**src/hw/nfc_pkg.sv**
```systemverilog
// Package of constants, types and helpers for the NAND flash host controller
package nfc_pkg;

    // ------------------------------------------------------------
    // Clock and pin timing
    // ------------------------------------------------------------
    localparam int CLK_PERIOD_NS = 8;
    localparam int T_WP_NS       = 12;
    localparam int T_WH_NS       = 10;
    localparam int T_CS_NS       = 20;
    localparam int T_WHR_NS      = 60;
    localparam int T_RHW_NS      = 30;
    localparam int T_REA_NS      = 20;
    localparam int T_REH_NS      = 10;
    localparam int T_WB_NS       = 100;

    localparam int TMR_W = 4;
    localparam logic [TMR_W-1:0] T_WP_CYC  = TMR_W'((T_WP_NS + CLK_PERIOD_NS - 1) / CLK_PERIOD_NS);
    localparam logic [TMR_W-1:0] T_WH_CYC  = TMR_W'((T_WH_NS + CLK_PERIOD_NS - 1) / CLK_PERIOD_NS);
    localparam logic [TMR_W-1:0] T_CS_CYC  = TMR_W'((T_CS_NS + CLK_PERIOD_NS - 1) / CLK_PERIOD_NS);
    localparam logic [TMR_W-1:0] T_WHR_CYC = TMR_W'((T_WHR_NS + CLK_PERIOD_NS - 1) / CLK_PERIOD_NS);
    localparam logic [TMR_W-1:0] T_RHW_CYC = TMR_W'((T_RHW_NS + CLK_PERIOD_NS - 1) / CLK_PERIOD_NS);
    localparam logic [TMR_W-1:0] T_REA_CYC = TMR_W'((T_REA_NS + CLK_PERIOD_NS - 1) / CLK_PERIOD_NS);
    localparam logic [TMR_W-1:0] T_REH_CYC = TMR_W'((T_REH_NS + CLK_PERIOD_NS - 1) / CLK_PERIOD_NS);
    localparam logic [TMR_W-1:0] T_WB_CYC  = TMR_W'((T_WB_NS + CLK_PERIOD_NS - 1) / CLK_PERIOD_NS);

    // ------------------------------------------------------------
    // Geometry and address layout
    // ------------------------------------------------------------
    localparam int PAGE_BYTES      = 2176;
    localparam int MAIN_BYTES      = 2048;
    localparam int SPARE_BYTES     = 128;
    localparam int PAGES_PER_BLOCK = 64;
    localparam int COL_W           = 12;
    localparam int PAGE_W          = 6;
    localparam int BLOCK_W         = 11;
    localparam int ROW_W           = PAGE_W + BLOCK_W;
    localparam logic [2:0] ADDR_LAST_IDX = 3'h4;
    localparam logic [2:0] COL_LAST_IDX  = 3'h1;

    // ------------------------------------------------------------
    // Command codes
    // ------------------------------------------------------------
    localparam logic [7:0] CMD_READ_SETUP  = 8'h00;
    localparam logic [7:0] CMD_READ_START  = 8'h30;
    localparam logic [7:0] CMD_COL_OUT     = 8'h05;
    localparam logic [7:0] CMD_COL_OUT_END = 8'he0;
    localparam logic [7:0] CMD_CACHE_RD    = 8'h31;
    localparam logic [7:0] CMD_CACHE_LAST  = 8'h3f;
    localparam logic [7:0] CMD_PROG_SETUP  = 8'h80;
    localparam logic [7:0] CMD_PROG        = 8'h10;
    localparam logic [7:0] CMD_COL_IN      = 8'h85;
    localparam logic [7:0] CMD_CACHE_PROG  = 8'h15;
    localparam logic [7:0] CMD_MULTI_FIRST = 8'h11;
    localparam logic [7:0] CMD_MULTI_NEXT  = 8'h81;
    localparam logic [7:0] CMD_COPY_RD     = 8'h3a;
    localparam logic [7:0] CMD_COPY_PROG   = 8'h8c;
    localparam logic [7:0] CMD_ERASE_SETUP = 8'h60;
    localparam logic [7:0] CMD_ERASE       = 8'hd0;
    localparam logic [7:0] CMD_ID          = 8'h90;
    localparam logic [7:0] CMD_STATUS      = 8'h70;
    localparam logic [7:0] CMD_STATUS_MP   = 8'h71;
    localparam logic [7:0] CMD_RESET       = 8'hff;
    localparam int         STATUS_BUSY_BIT = 6;

    // ------------------------------------------------------------
    // Types
    // ------------------------------------------------------------
    typedef enum logic [2:0] {
        K_CMD   = 3'b000,
        K_ADDR  = 3'b001,
        K_COL   = 3'b010,
        K_WRITE = 3'b011,
        K_READ  = 3'b100
    } nfc_kind_t;

    typedef struct packed {
        nfc_kind_t          kind;
        logic [7:0]         data;
        logic [COL_W-1:0]   column_bits;
        logic [BLOCK_W-1:0] block;
        logic [PAGE_W-1:0]  page;
    } nfc_req_t;

    typedef struct packed {
        logic       done;
        logic       refused;
        logic       rd_valid;
        logic [7:0] rd_data;
    } nfc_rsp_t;

    typedef struct packed {
        logic       chip_select_n;
        logic       command_latch_strobe;
        logic       address_latch_strobe;
        logic       write_strobe_n;
        logic       output_strobe_n;
        logic       protect_n;
        logic [7:0] io_out;
        logic       io_oe;
    } nfc_pins_t;

    // ------------------------------------------------------------
    // Decoding helpers
    // ------------------------------------------------------------
    function automatic logic nfc_busy_ok(input logic [7:0] c);
        return (c == CMD_STATUS) || (c == CMD_STATUS_MP) || (c == CMD_RESET);
    endfunction

    function automatic logic nfc_starts_busy(input logic [7:0] c);
        return (c == CMD_READ_START) || (c == CMD_CACHE_RD) || (c == CMD_CACHE_LAST) ||
               (c == CMD_COPY_RD) || (c == CMD_PROG) || (c == CMD_CACHE_PROG) ||
               (c == CMD_MULTI_FIRST) || (c == CMD_ERASE) || (c == CMD_RESET);
    endfunction

    function automatic logic [7:0] nfc_addr_byte(input nfc_req_t r, input logic [2:0] idx);
        logic [ROW_W-1:0] row_bits;
        row_bits = {r.block, r.page};
        case (idx)
            3'h0:    return r.column_bits[7:0];
            3'h1:    return {4'h0, r.column_bits[11:8]};
            3'h2:    return row_bits[7:0];
            3'h3:    return row_bits[15:8];
            default: return {7'h00, row_bits[16]};
        endcase
    endfunction

endpackage

```
**src/hw/nfc_host.sv**
```systemverilog
// Host-side sequencer that drives the NAND flash command, address and data pins
// ------------------------------------------------------------
// Summary of operation
// ------------------------------------------------------------
// Summary of operation
// Device latches command byte on rising write strobe with command strobe high.
// Device latches address byte on rising write strobe with address strobe high.
// Chip select high while ready puts the device in standby.
// While busy the device ignores chip select.
// Each output strobe fall presents next byte and advances column.
// Protect low blocks program and erase.
// Ready/busy is open drain, low during operations, high when done.
// Page is 2176 bytes, 2048 main plus 128 spare; 64 pages per block.
// Address is five bytes; spare upper bits are sent low.
// Row bits 0-5 select page, bits 6-16 select block.
// Data input: strobes low, chip select low, output strobe and protect high.
// Device drives the port only while output strobe is low.
// Host keeps strobes idle while busy, except status and reset.
// Device accepts only 70h, 71h and FFh while busy.
// Read commands: 00h-30h, 05h-E0h, 31h, 3Fh.
// Program 80h-10h; 85h changes input column.
// Cache program 80h-15h; multi-page 80h-11h then 81h-15h or 81h-10h.
// Page copy 00h-3Ah then 8Ch-15h or 8Ch-10h.
// Erase 60h-D0h, ID 90h, status 70h and 71h, reset FFh.
// After 81h-15h ending, poll status then issue FFh before anything else.
// After power-on the first read needs only address and 30h.
// 30h starts the array transfer; device busy, then ready.
// Host waits for ready before commands other than status or reset.
// Strobes are ignored with chip select high.
`timescale 1ns/1ps
`default_nettype none
module nfc_host
    import nfc_pkg::*;
(
    // Clock and reset
    input  wire logic       core_clk,
    input  wire logic       rst_n,
    // Request port
    input  wire logic       req_valid,
    input  wire nfc_req_t   req,
    output logic            req_ready,
    output nfc_rsp_t        rsp,
    // Program and erase permission
    input  wire logic       allow_program,
    // Flash pins
    output nfc_pins_t       pins,
    input  wire logic [7:0] io_in,
    input  wire logic       ready_busy_n
);
    typedef enum logic [2:0] {
        S_IDLE     = 3'b000,
        S_SETUP    = 3'b001,
        S_WSTROBE  = 3'b010,
        S_RSTROBE  = 3'b011,
        S_WAIT_WB  = 3'b100,
        S_WAIT_RDY = 3'b101
    } nfc_state_t;

    // ------------------------------------------------------------
    // Reset release
    // ------------------------------------------------------------
    logic [1:0] rst_sync;
    logic       rst_core_n;

    always_ff @(posedge core_clk or negedge rst_n) begin
        if (!rst_n) begin
            rst_sync <= 2'h0;
        end else begin
            rst_sync <= {rst_sync[0], 1'b1};
        end
    end
    assign rst_core_n = rst_sync[1];

    // ------------------------------------------------------------
    // Sequencer
    // ------------------------------------------------------------
    nfc_state_t       state, next_state;
    nfc_req_t         cur, next_cur;
    logic [2:0]       idx, next_idx;
    logic             last_wr, next_last_wr;
    logic             stat_mode, next_stat_mode;
    logic             need_reset, next_need_reset;
    logic             busy_acc, next_busy_acc;
    logic [7:0]       prev_cmd, next_prev_cmd;
    nfc_pins_t        next_pins;
    nfc_rsp_t         next_rsp;
    logic             tmr_load;
    logic [TMR_W-1:0] tmr_val;
    logic             tmr_done;
    logic             allowed;
    logic             more_bytes;
    logic [TMR_W-1:0] gap;

    nfc_timer u_timer (
        .core_clk   (core_clk),
        .rst_core_n (rst_core_n),
        .load       (tmr_load),
        .value      (tmr_val),
        .expired    (tmr_done)
    );

    always_comb begin
        next_state      = state;
        next_cur        = cur;
        next_idx        = idx;
        next_last_wr    = last_wr;
        next_stat_mode  = stat_mode;
        next_need_reset = need_reset;
        next_busy_acc   = busy_acc;
        next_prev_cmd   = prev_cmd;
        next_pins       = pins;
        next_rsp        = '0;
        tmr_load        = 1'b0;
        tmr_val         = T_WH_CYC;
        allowed         = 1'b0;
        more_bytes      = 1'b0;
        gap             = T_WH_CYC;
        next_pins.protect_n = allow_program;
        unique case (state)
            S_IDLE: begin
                next_pins.command_latch_strobe = 1'b0;
                next_pins.address_latch_strobe = 1'b0;
                next_pins.write_strobe_n       = 1'b1;
                next_pins.output_strobe_n      = 1'b1;
                next_pins.io_oe                = 1'b0;
                next_pins.chip_select_n        = 1'b1;
                if (req_valid && req_ready) begin
                    allowed = ((req.kind == K_CMD) && nfc_busy_ok(req.data))
                           || (ready_busy_n && !need_reset)
                           || ((req.kind == K_READ) && stat_mode);
                    if (req.kind == K_WRITE && !allow_program) begin
                        allowed = 1'b0;
                    end
                    if (!allowed) begin
                        next_rsp.refused = 1'b1;
                    end else begin
                        if (req.kind == K_READ) begin
                            gap = last_wr ? T_WHR_CYC : T_REH_CYC;
                        end else begin
                            gap = last_wr ? T_WH_CYC : T_RHW_CYC;
                        end
                        if (pins.chip_select_n && gap < T_CS_CYC) begin
                            gap = T_CS_CYC;
                        end
                        tmr_load                       = 1'b1;
                        tmr_val                        = gap;
                        next_cur                       = req;
                        next_idx                       = 3'h0;
                        next_busy_acc                  = !ready_busy_n;
                        next_pins.chip_select_n        = 1'b0;
                        next_pins.command_latch_strobe = (req.kind == K_CMD);
                        next_pins.address_latch_strobe = (req.kind == K_ADDR)
                                                      || (req.kind == K_COL);
                        next_pins.io_oe                = (req.kind != K_READ);
                        next_pins.io_out               = (req.kind == K_ADDR || req.kind == K_COL)
                                                       ? nfc_addr_byte(req, 3'h0) : req.data;
                        next_state                     = S_SETUP;
                    end
                end
            end
            S_SETUP: begin
                // Address byte moves a cycle after the strobe rise, for hold
                if (cur.kind == K_ADDR || cur.kind == K_COL) begin
                    next_pins.io_out = nfc_addr_byte(cur, idx);
                end
                if (tmr_done) begin
                    tmr_load = 1'b1;
                    if (cur.kind == K_READ) begin
                        tmr_val                   = T_REA_CYC;
                        next_pins.output_strobe_n = 1'b0;
                        next_state                = S_RSTROBE;
                    end else begin
                        tmr_val                  = T_WP_CYC;
                        next_pins.write_strobe_n = 1'b0;
                        next_state               = S_WSTROBE;
                    end
                end
            end
            S_WSTROBE: begin
                if (tmr_done) begin
                    next_pins.write_strobe_n = 1'b1;
                    next_last_wr             = 1'b1;
                    more_bytes = ((cur.kind == K_ADDR) && (idx != ADDR_LAST_IDX))
                              || ((cur.kind == K_COL) && (idx != COL_LAST_IDX));
                    if (more_bytes) begin
                        next_idx         = idx + 3'h1;
                        tmr_load         = 1'b1;
                        tmr_val          = T_WH_CYC;
                        next_state       = S_SETUP;
                    end else if (cur.kind == K_CMD) begin
                        next_prev_cmd  = cur.data;
                        next_stat_mode = (cur.data == CMD_STATUS) || (cur.data == CMD_STATUS_MP);
                        if (cur.data == CMD_CACHE_PROG && prev_cmd == CMD_MULTI_NEXT) begin
                            next_need_reset = 1'b1;
                        end else if (cur.data == CMD_RESET) begin
                            next_need_reset = 1'b0;
                        end
                        if (nfc_starts_busy(cur.data)) begin
                            tmr_load   = 1'b1;
                            tmr_val    = T_WB_CYC;
                            next_state = S_WAIT_WB;
                        end else begin
                            next_rsp.done = 1'b1;
                            next_state    = S_IDLE;
                        end
                    end else begin
                        next_rsp.done = 1'b1;
                        next_state    = S_IDLE;
                    end
                end
            end
            S_RSTROBE: begin
                if (tmr_done) begin
                    next_pins.output_strobe_n = 1'b1;
                    next_last_wr              = 1'b0;
                    next_rsp.done             = 1'b1;
                    next_rsp.rd_valid         = 1'b1;
                    next_rsp.rd_data          = io_in;
                    next_state                = S_IDLE;
                end
            end
            S_WAIT_WB: begin
                if (tmr_done) begin
                    next_state = S_WAIT_RDY;
                end
            end
            S_WAIT_RDY: begin
                if (ready_busy_n) begin
                    next_rsp.done = 1'b1;
                    next_state    = S_IDLE;
                end
            end
            default: begin
                next_state = S_IDLE;
            end
        endcase
    end

    always_ff @(posedge core_clk or negedge rst_core_n) begin
        if (!rst_core_n) begin
            state      <= S_IDLE;
            cur        <= '0;
            idx        <= 3'h0;
            last_wr    <= 1'b0;
            stat_mode  <= 1'b0;
            need_reset <= 1'b0;
            busy_acc   <= 1'b0;
            prev_cmd   <= CMD_READ_SETUP;
            pins       <= '{chip_select_n: 1'b1, command_latch_strobe: 1'b0,
                            address_latch_strobe: 1'b0, write_strobe_n: 1'b1,
                            output_strobe_n: 1'b1, protect_n: 1'b0,
                            io_out: 8'h00, io_oe: 1'b0};
            rsp        <= '0;
            req_ready  <= 1'b0;
        end else begin
            state      <= next_state;
            cur        <= next_cur;
            idx        <= next_idx;
            last_wr    <= next_last_wr;
            stat_mode  <= next_stat_mode;
            need_reset <= next_need_reset;
            busy_acc   <= next_busy_acc;
            prev_cmd   <= next_prev_cmd;
            pins       <= next_pins;
            rsp        <= next_rsp;
            req_ready  <= (next_state == S_IDLE);
        end
    end
endmodule
`default_nettype wire

```
**src/hw/nfc_timer.sv**
```systemverilog
// Down-counting cycle timer for strobe and gap timing
`timescale 1ns/1ps
`default_nettype none
module nfc_timer
    import nfc_pkg::*;
(
    // Clock and reset
    input  wire logic             core_clk,
    input  wire logic             rst_core_n,
    // Control
    input  wire logic             load,
    input  wire logic [TMR_W-1:0] value,
    output logic                  expired
);
    logic [TMR_W-1:0] cnt;
    logic [TMR_W-1:0] next_cnt;

    always_comb begin
        if (load) begin
            next_cnt = value;
        end else if (cnt != '0) begin
            next_cnt = cnt - 1'b1;
        end else begin
            next_cnt = cnt;
        end
    end

    always_ff @(posedge core_clk or negedge rst_core_n) begin
        if (!rst_core_n) begin
            cnt <= '0;
        end else begin
            cnt <= next_cnt;
        end
    end

    assign expired = (cnt == TMR_W'(1));
endmodule
`default_nettype wire

```
**config.mk**
```make
export PLATFORM = sky130hd
export DESIGN_NAME = nfc_host
export DESIGN_NICKNAME = d
export VERILOG_FILES = /design/src/hw/nfc_pkg.sv /design/src/hw/nfc_host.sv /design/src/hw/nfc_timer.sv
export SDC_FILE = /design/constraint.sdc
export NUM_CORES = 1
export LEC_CHECK = 0
export BUFFER_PORTS_ARGS = -buffer_cell sky130_fd_sc_hd__buf_4
export CORE_ASPECT_RATIO = 1.75
export CORE_MARGIN = 2
export CORE_UTILIZATION = 52
export CTS_BUF_LIST = sky130_fd_sc_hd__clkbuf_2 sky130_fd_sc_hd__clkbuf_4 sky130_fd_sc_hd__clkbuf_8
export DETAILED_ROUTE_END_ITERATION = 8
export GPL_TIMING_DRIVEN = 0
export PLACE_DENSITY = 0.79
export RECOVER_POWER = 100
export SLEW_MARGIN = 20
export SYNTH_ARGS = -nofsm -noshare
export SYNTH_HDL_FRONTEND = slang
export SYNTH_SLANG_ARGS = --single-unit
```
**constraint.sdc**
```tcl
create_clock -name core_clk -period 3 [get_ports core_clk]
set_clock_uncertainty 0.15 [all_clocks]
set_input_delay 0.3 -clock core_clk [delete_from_list [all_inputs] [get_ports core_clk]]
set_output_delay 0.3 -clock core_clk [all_outputs]
set_load 0.005 [all_outputs]
```
==> results of run 1 <==
[cell type report]
type	instances	area, um2	area share
inverter	10	37.5	0.00710
tap	90	113	0.0213
clock buffer	11	145	0.0274
sequential	90	2260	0.426
multi-input combinational	260	1900	0.360
buffer	13	65.1	0.0123
clock inverter	5	53.8	0.0102
timing repair buffer	91	716	0.135
[logic make-up (layout without fill, tap and decap cells)]
group           after synthesis  count (layout)  share of synthesized area
compound gates               69              69                      0.118
other cells                   1               1                   0.000877
simple gates                117             117                      0.139
flops                        90              90                      0.528
mux                          59              59                      0.152
fa+ha+maj                    10              10                     0.0293
buf+inv                      23             130                     0.0243
xor+xnor                      4               4                    0.00820
[Yosys cell counts, types with 8 or more instances]
cell type | count | area (um2)
sky130_fd_sc_hd__a21oi_1 | 13 | 65.1
sky130_fd_sc_hd__a222oi_1 | 8 | 80.1
sky130_fd_sc_hd__and2_1 | 11 | 68.8
sky130_fd_sc_hd__dfrtp_1 | 87 | 2180
sky130_fd_sc_hd__ha_1 | 10 | 125
sky130_fd_sc_hd__inv_1 | 10 | 37.5
sky130_fd_sc_hd__mux2_2 | 49 | 552
sky130_fd_sc_hd__mux2i_1 | 10 | 100
sky130_fd_sc_hd__nand2_1 | 34 | 128
sky130_fd_sc_hd__nor2_1 | 23 | 86.3
sky130_fd_sc_hd__nor3_1 | 11 | 55.1
sky130_fd_sc_hd__o21ai_0 | 16 | 80.1
sky130_fd_sc_hd__o22a_1 | 9 | 78.8
[state kept, by name, indices dropped and copies added (netlist names)]
signal and count:
cur 40, pins 15, rsp 11, prev_cmd 8, u_timer.cnt 4, idx 3, state 3, rst_sync 2
last_wr 1, need_reset 1, req_ready 1, stat_mode 1
[metrics by stage]
step	utilization	setup WS (ps)	instances	total power, mW
floorplan	-	163	373	3.06
global placement	0.626	-728	542	3.52
detailed placement	0.629	348	543	3.61
CTS	0.667	315	569	4.46
global route	0.664	84.8	570	4.71
finish	0.664	179	570	4.42
[where the power goes]
part,switching [mW],internal (mW)
registers,0.363,1.65
clock network,0.414,0.414
logic,0.770,0.802
total,1.55,2.87
[worst paths after layout]
| kind | startpoint | endpoint | slack, ps | depth (start not counted) |
|---|---|---|---|---|
| setup reg to reg | u_timer.cnt[1] | u_timer.cnt[0] | 260 | 7 |
| hold / removal | req[0] | cur[0] | 20 | 2 |
| setup / recovery | allow_program | cur[11] | 180 | 8 |
| hold reg to reg | rst_sync[0] | rst_sync[1] | 210 | 0 |
| min in group asynchronous | rst_n | rst_sync[1] | 100 | 2 |
| max in group asynchronous | rst_sync[1] | pins[14] | 1360 | 1 |
[routing by layer]
layer  global-route usage  up-vias  part of all wire
met4                0.130        0             0.027
met2                0.427      108              0.55
li1                     -     1563                 -
met5                    0        -                 0
met1                0.278     1683              0.38
met3               0.0502       27             0.044
[cells in the final DEF, fill, tap and decap left out, types with 8 or more instances in the layout]
cell	instances
sky130_fd_sc_hd__nor3_1	11
sky130_fd_sc_hd__and2_0	8
sky130_fd_sc_hd__o21ai_0	16
sky130_fd_sc_hd__mux2i_1	10
sky130_fd_sc_hd__a21oi_1	14
sky130_fd_sc_hd__buf_4	57
sky130_fd_sc_hd__a222oi_1	8
sky130_fd_sc_hd__nand2_1	35
sky130_fd_sc_hd__clkbuf_1	10
sky130_fd_sc_hd__o22a_1	9
sky130_fd_sc_hd__dfrtp_1	87
sky130_fd_sc_hd__mux2_2	49
sky130_fd_sc_hd__dlygate4sd3_1	11
sky130_fd_sc_hd__clkbuf_8	10
sky130_fd_sc_hd__inv_1	10
sky130_fd_sc_hd__clkbuf_4	23
sky130_fd_sc_hd__nor2_1	23
sky130_fd_sc_hd__ha_1	10
[what timing repair did]
| item | in CTS | in global routing |
|---|---|---|
| hold buffers | 10 | 1 |
| endpoints found under the hold margin | 11 | 1 |
| setup endpoints to repair | 0 | 0 |
==> impl_metrics.toml, run 1 <==
[global_routing]
grt_start_max_net_pins = 60
first_global_vias = 3546
grt_pass1_wl_um = 16600
grt_remaining_overflow = 0
grt_antenna_before_repair = 0
grt_use_total = 0.245

[timing]
final_hold_viol_count = 0
final_max_slew_viol_count = 0
slew_headroom = 0.130
achievable-frequency_mhz = 354
unrepaired_setup_endpoints_after_global_routing = "no"
tightestPinTransition_ps = 1300
worst_slack_on_hold_paths_ps = 17.8
timing.final.setup_violations = 0
timing.final.crit_share = 0.940
finalWorstPathRequiredPeriod_ps = 2820
setup-tns-final_ps = 0

[critical_path]
setup.worst_path.end_class = "flop"
cp.arrival_ps = 2920
cell_with_the_biggest_individual_delay_on_the_critical_path = "sky130_fd_sc_hd__or4bb_1"
crit_path_cell_trace = "dlygate4sd3_1 -> clkbuf_4 -> or4bb_1 -> o211ai_1 -> o31ai_4 -> nand2_1 -> buf_4 -> mux2_2"
timing.critical_path.slowest_cell_delay_ps = 550
worstPathMaxFanout = 10
path_class = "input pin to flop"
critical_path_required_ps = 3100
cp-start-kind = "input pin"
critical_path.top_delay_family = "buffers and inverters"
worst-path-buf-inv = 3

[detailed_routing]
count_of_routing_violations_after_the_opening_detailed_route_iteration = 301
drt_pass1_iterations = 5
antenna_left = 0
drt_drc_violations_left = 0
avgRoutedWirePerCell_um = 18.0
via_per_inst = 5.93
route.final.wire_length_um = 10300
dr_total_vias = 3381

[clock_tree]
tritoncts = "built"
clk_pin_slew_worst_paths_ps = 80
cts_made_buffers = 9
htree_levels = 3
cts_post_setup_buffers_inserted = 0
ctsRootBufferMaster = "sky130_fd_sc_hd__clkbuf_8"
max-clock-path-buffers = 2
cts-resized-gates = 0
clock_latency_at_the_later_pin_of_the_worst_skew_pair_ps = 370
clock_sink_count = 90

[synth]
syn_area_um2 = 4280
postSynth.topFlopCell = "sky130_fd_sc_hd__dfrtp_1"
synth.lib_cells_used.distinct = 56
postSynthRegisterBits = 90
synth_edf_count = 0
synth_area_per_cell_um2 = 11.5
mappedNetlistNets = 436
synth_sequential_area_ratio = 0.528
synthArstFlopShare = 1.00
synthesis.instances = 373
synth_warnings = 0

[floorplan]
floorplan.die.width_um = 72.5
area_of_the_die_um2 = 8990
ios = 80
die_h_um = 124
floorplan.initialDensity = 0.537
coreArea_um2 = 7960
rows = 43

[status]
status = "completed"

[pwr]
power_leakage_nw = 2.43
vdd.ir_drop.worst_mv = 0.537
power_per_cell_area_nw_per_um2 = 835

[layout]
syn_to_final_growth_pct = 23.7
design_area_um2 = 5290
num-fill-cells = 629
insertedDiodeCount = 0
final_nets = 538
layout-drive-gt1-share = 0.310

[place]
detailed_place.area_um2 = 5010
finalWeightedCongestion = 0.920
port-buffer-count = 79
hpwlAfterDp_um = 7630

[run]
maxCapViolCount = 0

[worst_hold_path]
hp-class = "input pin to flop"
(Power assumes the default switching activity.)
==> inputs of run 2 (changes only) <==
--- a/config.mk
+++ b/config.mk
@@ -7,13 +7,11 @@
 export LEC_CHECK = 0
 export BUFFER_PORTS_ARGS = -buffer_cell sky130_fd_sc_hd__buf_4
 export CORE_ASPECT_RATIO = 1.75
-export CORE_MARGIN = 2
 export CORE_UTILIZATION = 52
 export CTS_BUF_LIST = sky130_fd_sc_hd__clkbuf_2 sky130_fd_sc_hd__clkbuf_4 sky130_fd_sc_hd__clkbuf_8
 export DETAILED_ROUTE_END_ITERATION = 8
 export GPL_TIMING_DRIVEN = 0
 export PLACE_DENSITY = 0.79
-export RECOVER_POWER = 100
 export SLEW_MARGIN = 20
 export SYNTH_ARGS = -nofsm -noshare
 export SYNTH_HDL_FRONTEND = slang
==> run 2 against run 1 <==
The run now ends with design-rule violations left. Final cell count up 1.4%. Sequential power about the same. Worst hold slack worse by 14 ps. Count of clock-buffer cells in the layout down 1. Clock power up 23%. Critical path depth unchanged. Setup slack better by 130 ps. First-iteration DRC count down 1.0%. Combinational power up 3%. Sequential share of layout area down 1.2 points. Critical path type unchanged. Largest cell class unchanged.
==> impl_metrics.toml, run 2 (synthesis gave the netlist of run 1 again) <==
[timing]
tightestPinTransition_ps = 1040
achievable-frequency_mhz = 371
worst_slack_on_hold_paths_ps = 3.97
finalWorstSetupSlack_ps = 306
slew_headroom = 0.306
timing.final.crit_share = 0.898
timing.final.setup_violations = 0
finalWorstPathRequiredPeriod_ps = 2690
final_hold_viol_count = 0
final_max_slew_viol_count = 0
unrepaired_setup_endpoints_after_global_routing = "no"

[clock_tree]
clock_sink_count = 90
max-clock-path-buffers = 2
ctsRootBufferMaster = "sky130_fd_sc_hd__clkbuf_8"
cts-resized-gates = 0
clk_pin_slew_worst_paths_ps = 90
cts_post_setup_buffers_inserted = 0
tritoncts = "built"
clock_latency_at_the_later_pin_of_the_worst_skew_pair_ps = 370
cts_made_buffers = 9
htree_levels = 3

[critical_path]
critical_path.top_delay_family = "buffers and inverters"
cell_with_the_biggest_individual_delay_on_the_critical_path = "sky130_fd_sc_hd__or4bb_1"
setup.worst_path.end_class = "flop"
worstPathMaxFanout = 10
worst-path-buf-inv = 3
cp.arrival_ps = 2790
crit_path_cell_trace = "dlygate4sd3_1 -> buf_4 -> or4bb_1 -> o211ai_1 -> o31ai_4 -> o211ai_2 -> buf_2 -> o21ai_0"
path_class = "input pin to flop"
timing.critical_path.slowest_cell_delay_ps = 560
critical_path_required_ps = 3100
cp-start-kind = "input pin"

[place]
finalWeightedCongestion = 0.907
hpwlAfterDp_um = 7750
port-buffer-count = 79
place_ws_ps = 354

[pwr]
vdd.ir_drop.worst_mv = 0.584
power_per_cell_area_nw_per_um2 = 852
total_power_of_the_final_layout_mw = 4.65
power_leakage_nw = 2.53

[global_routing]
grt_use_total = 0.270
grt_pass1_wl_um = 17400
grt_antenna_before_repair = 0
first_global_vias = 3579
grt_remaining_overflow = 0
grt_start_max_net_pins = 60

[floorplan]
coreArea_um2 = 7960
area_of_the_die_um2 = 8600
floorplan.die.width_um = 70.5
ios = 80
die_h_um = 122
floorplan.initialDensity = 0.537
rows = 43

[layout]
final_nets = 546
insertedDiodeCount = 0
largest_register_ffs = 40
syn_to_final_growth_pct = 27.6
utilization = 0.685
layout.cells.most_common = "sky130_fd_sc_hd__dfrtp_1"
layout_top_registers = "cur: 40 flops, pins: 15 flops, rsp: 11 flops"
layout-drive-gt1-share = 0.328
mostFrequentLayoutCells = "sky130_fd_sc_hd__dfrtp_1, sky130_fd_sc_hd__buf_4, sky130_fd_sc_hd__mux2_2"
regMostFlops = "cur"

[run]
maxCapViolCount = 0

[detailed_routing]
dr_total_vias = 3443
count_of_routing_violations_after_the_opening_detailed_route_iteration = 298
drt_drc_violations_left = 8
route.final.wire_length_um = 10600
via_per_inst = 5.96
avgRoutedWirePerCell_um = 18.4
antenna_left = 0
drt_pass1_iterations = 7

[worst_hold_path]
hp-class = "input pin to flop"

[status]
failed_checks = "design-rule violations"
status = "complete, but fails checks"
-- run 2: changes by cell type in the layout (fill, tap and decap cells not counted), sizes merged --
cell	before	now
clkinv	4	1
clkinvlp	0	2
clkbuf	43	15
bufinv	1	3
buf	61	88
dlygate4sd3	11	19
-- run 2: where the power goes --
part	internal, mW	total [mW]	switching, mW
logic	0.825	1.61	0.788
registers	1.66	2.02	0.361
clock network	0.577	1.02	0.439
total	3.06	4.65	1.59
-- run 2: path summary, 6_finish.rpt --
| check | start | to | slack [ps] | cells past startpoint |
|---|---|---|---|---|
| worst min-delay path | req[26] | cur[26] | 4 | 2 |
| worst max-delay path | allow_program | pins[7] | 310 | 8 |
| max in group asynchronous | rst_sync[1] | pins[14] | 1900 | 1 |
| worst max register to register | u_timer.cnt[1] | u_timer.cnt[0] | 320 | 7 |
| min in group asynchronous | rst_n | rst_sync[0] | 100 | 2 |
| worst min register to register | rst_sync[1] | rsp[10] | 120 | 0 |
-- run 2: area by class of cell --
type / count / area (um2)
flip-flops and latches: 90 / 2260
well taps: 90 / 113
clock buffers: 10 / 138
repair buffers: 99 / 811
plain buffers: 13 / 66.3
inverters: 10 / 37.5
multi-input cells: 260 / 1920
clock inverters: 6 / 114
fillers: 629 / 2510
-- run 2: through the flow --
stage	std cells	cell area, um2	TNS, ps
final	578	5450	0
after global routing	578	5450	0
after CTS	573	5400	0
after detailed placement	543	5010	0
after global placement	542	4980	-58520
after floorplan	373	4280	0
-- run 2: per-layer routing --
layer | part of all wire | vias to the layer above | track usage | routed length, um
met3 | 0.039 | 28 | 0.0678 | 413
met2 | 0.56 | 106 | 0.481 | 5920
met5 | 0 | - | 0 | 0
met1 | 0.37 | 1728 | 0.299 | 3960
met4 | 0.030 | 0 | 0.131 | 321
li1 | - | 1581 | - | -
-- run 2: repair_timing --
action	in CTS	in global routing
hold buffers	14	5
endpoints found under the setup margin	0	0
hold endpoints to repair	15	5
==> inputs of run 3 (changes only) <==
--- a/config.mk
+++ b/config.mk
@@ -7,11 +7,11 @@
 export LEC_CHECK = 0
 export BUFFER_PORTS_ARGS = -buffer_cell sky130_fd_sc_hd__buf_4
 export CORE_ASPECT_RATIO = 1.75
-export CORE_UTILIZATION = 52
+export CORE_UTILIZATION = 57
 export CTS_BUF_LIST = sky130_fd_sc_hd__clkbuf_2 sky130_fd_sc_hd__clkbuf_4 sky130_fd_sc_hd__clkbuf_8
 export DETAILED_ROUTE_END_ITERATION = 8
 export GPL_TIMING_DRIVEN = 0
-export PLACE_DENSITY = 0.79
+export PLACE_DENSITY = 0.83
 export SLEW_MARGIN = 20
 export SYNTH_ARGS = -nofsm -noshare
 export SYNTH_HDL_FRONTEND = slang
==> constraint.sdc (replaced) <==
create_clock -name core_clk -period 2.5 [get_ports core_clk]
set_clock_uncertainty 0.15 [all_clocks]
set_input_delay 0.25 -clock core_clk [delete_from_list [all_inputs] [get_ports core_clk]]
set_output_delay 0.25 -clock core_clk [all_outputs]
set_load 0.005 [all_outputs]
==> run 3 against run 2 <==
The flow finishes with violations (negative hold slack). Clock power hardly changed. First-iteration DRC count is 25% higher. Setup slack worse by 200 ps. Cell area is 3.9% higher. Sequential share of layout area is 1.6 points lower. Worst hold slack worse by 5.7 ps. Sequential cell count stayed put. Sequential power is 22% higher. Utilization is 9.9 points higher. Total power is 19% higher. Critical endpoint is now cur[24].
==> impl_metrics.toml, run 3 (synthesis gave the netlist of run 1 again) <==
[critical_path]
crit_path_cell_trace = "dlygate4sd3_1 -> buf_4 -> and3_1 -> a31oi_1 -> o31ai_4 -> buf_4 -> nand2_4 -> buf_4 -> mux2_2"
cp-start-kind = "input pin"
path_class = "input pin to flop"
timing.critical_path.slowest_cell_delay_ps = 540
cp.arrival_ps = 2510
setup.worst_path.end_class = "flop"
worstPathMaxFanout = 10
critical_path_required_ps = 2610
critical-path-top-cell-by-count = "sky130_fd_sc_hd__buf_4"
critical_path.top_delay_family = "buffers and inverters"
worst-path-buf-inv = 4
cell_with_the_biggest_individual_delay_on_the_critical_path = "sky130_fd_sc_hd__dlygate4sd3_1"

[floorplan]
rows = 41
die_h_um = 117
area_of_the_die_um2 = 7860
coreArea_um2 = 7230
floorplan.initialDensity = 0.591
ios = 80
floorplan.die.width_um = 67.5

[clock_tree]
cts_made_buffers = 9
max-clock-path-buffers = 2
clock_latency_at_the_later_pin_of_the_worst_skew_pair_ps = 380
ctsRootBufferMaster = "sky130_fd_sc_hd__clkbuf_8"
htree_levels = 3
tritoncts = "built"
clk_pin_slew_worst_paths_ps = 90
clock_sink_count = 90

[status]
status = "complete, but fails checks"
failed_checks = "negative hold slack"

[worst_hold_path]
hp-class = "input pin to flop"

[pwr]
vdd.ir_drop.worst_mv = 0.645
power_per_cell_area_nw_per_um2 = 975
switchingPower_mw = 2.02
share_seq_of_total_power = 0.447
power_frac_comb = 0.371
part_of_the_total_power_dissipated_in_the_clock_network = 0.182
sw_ratio = 0.366
power_leakage_nw = 2.63
intPower_mw = 3.51

[layout]
syn_to_final_growth_pct = 32.6
num-fill-cells = 426
layout_top_registers = "cur: 40 flops, pins: 15 flops, rsp: 11 flops"
design_area_um2 = 5670
largest_register_ffs = 40
insertedDiodeCount = 0
mostFrequentLayoutCells = "sky130_fd_sc_hd__buf_4, sky130_fd_sc_hd__dfrtp_1, sky130_fd_sc_hd__mux2_2"
sequential_area_um2 = 2260
multiInputGateArea_um2 = 1940
final_nets = 573
layout-drive-gt1-share = 0.324
regMostFlops = "cur"
utilization = 0.784

[timing]
unrepaired_setup_endpoints_after_global_routing = "no"
final_max_slew_viol_count = 0
finalWorstPathRequiredPeriod_ps = 2400
timing.final.crit_share = 0.959
achievable-frequency_mhz = 417
tightestPinTransition_ps = 1030
final_hold_viol_count = 1
setup-tns-final_ps = 0
slew_headroom = 0.313
timing.final.setup_violations = 0
worst_slack_on_hold_paths_ps = -1.68

[global_routing]
grt_use_total = 0.344
grt_pass1_wl_um = 19300
first_global_vias = 3953
grt_remaining_overflow = 0
grt_antenna_before_repair = 0
grt_start_max_net_pins = 51

[detailed_routing]
antenna_left = 0
drt_drc_violations_left = 0
dr_total_vias = 3656
via_per_inst = 6.08
avgRoutedWirePerCell_um = 20.3
count_of_routing_violations_after_the_opening_detailed_route_iteration = 372
route.final.wire_length_um = 12200
drt_pass1_iterations = 7

[run]
maxCapViolCount = 0

[place]
detailed_place.area_um2 = 5000
hpwlAfterDp_um = 7790
port-buffer-count = 79
finalWeightedCongestion = 0.924
==> run 3: changes by cell type in the layout (fill, tap and decap cells not counted), sizes merged <==
cell | previous run | this run
buf | 88 | 91
clkinv | 1 | 2
bufinv | 3 | 1
clkbuf | 15 | 16
dlygate4sd3 | 19 | 43
==> run 3: what timing repair did <==
| action | 4_1_cts | 5_1_grt |
|---|---|---|
| endpoints found under the setup margin | 22 | 19 |
| pin swaps | 0 | 1 |
| setup buffers | 0 | 3 |
| hold buffers | 43 | 0 |
| endpoints found under the hold margin | 44 | 0 |
| gates resized for setup | 1 | 5 |
==> run 3: final timing paths <==
kind                              start     endpoint  slack (ps)  depth (start not counted)
max                             req[29]      cur[24]         100                          9
min                        ready_busy_n      rsp[10]          -2                          3
min reg2reg                 rst_sync[0]  rst_sync[1]         210                          0
max in group asynchronous   rst_sync[1]     pins[14]        1280                          1
max reg2reg                      idx[2]      pins[1]         170                          8
min in group asynchronous         rst_n  rst_sync[1]          50                          2
==> run 3: area by class of cell <==
cell class              instances  share of cell area
flip-flops and latches         90               0.399
multi-input cells             260               0.342
repair buffers                126               0.188
clock buffers                  11              0.0245
well taps                      86              0.0190
plain buffers                  13              0.0119
clock inverters                 5             0.00971
inverters                      10             0.00662
==> run 3: worst reg2reg max path: stages (launching register included) <==
cell and delay (ps):
sky130_fd_sc_hd__dfrtp_1 390, sky130_fd_sc_hd__clkbuf_2 200, sky130_fd_sc_hd__inv_1 110, sky130_fd_sc_hd__ha_1 150, sky130_fd_sc_hd__buf_1 440, sky130_fd_sc_hd__nor2_1 100
sky130_fd_sc_hd__a221oi_1 400, sky130_fd_sc_hd__o22a_1 190, sky130_fd_sc_hd__o21ai_0 70
==> run 3: power groups by stage <==
stage | Sequential (mW) | Clock, mW | Combinational [mW]
6_report | 2.47 | 1.01 | 2.05
5_1_grt | 2.53 | 1.05 | 2.24
4_1_cts | 2.42 | 0.995 | 1.95
3_5_place_dp | 2.45 | 0 | 1.89
3_3_place_gp | 2.43 | 0 | 1.80
2_1_floorplan | 2.32 | 0 | 1.36
==> run 3: metal layers <==
| metal | share of wire | global-route usage |
|---|---|---|
| met1 | 0.36 | 0.379 |
| met2 | 0.53 | 0.582 |
| met3 | 0.056 | 0.0693 |
| met4 | 0.050 | 0.226 |
| met5 | 0 | 0 |
==> run 3: metrics by stage <==
| stage | power, mW | worst slack (ps) | instances |
|---|---|---|---|
| after global placement | 4.23 | -140 | 538 |
| after global routing | 5.82 | 42.1 | 601 |
| after floorplan | 3.67 | 352 | 373 |
| after detailed placement | 4.34 | -191 | 539 |
| final | 5.53 | 102 | 601 |
| after CTS | 5.37 | 43.2 | 598 |
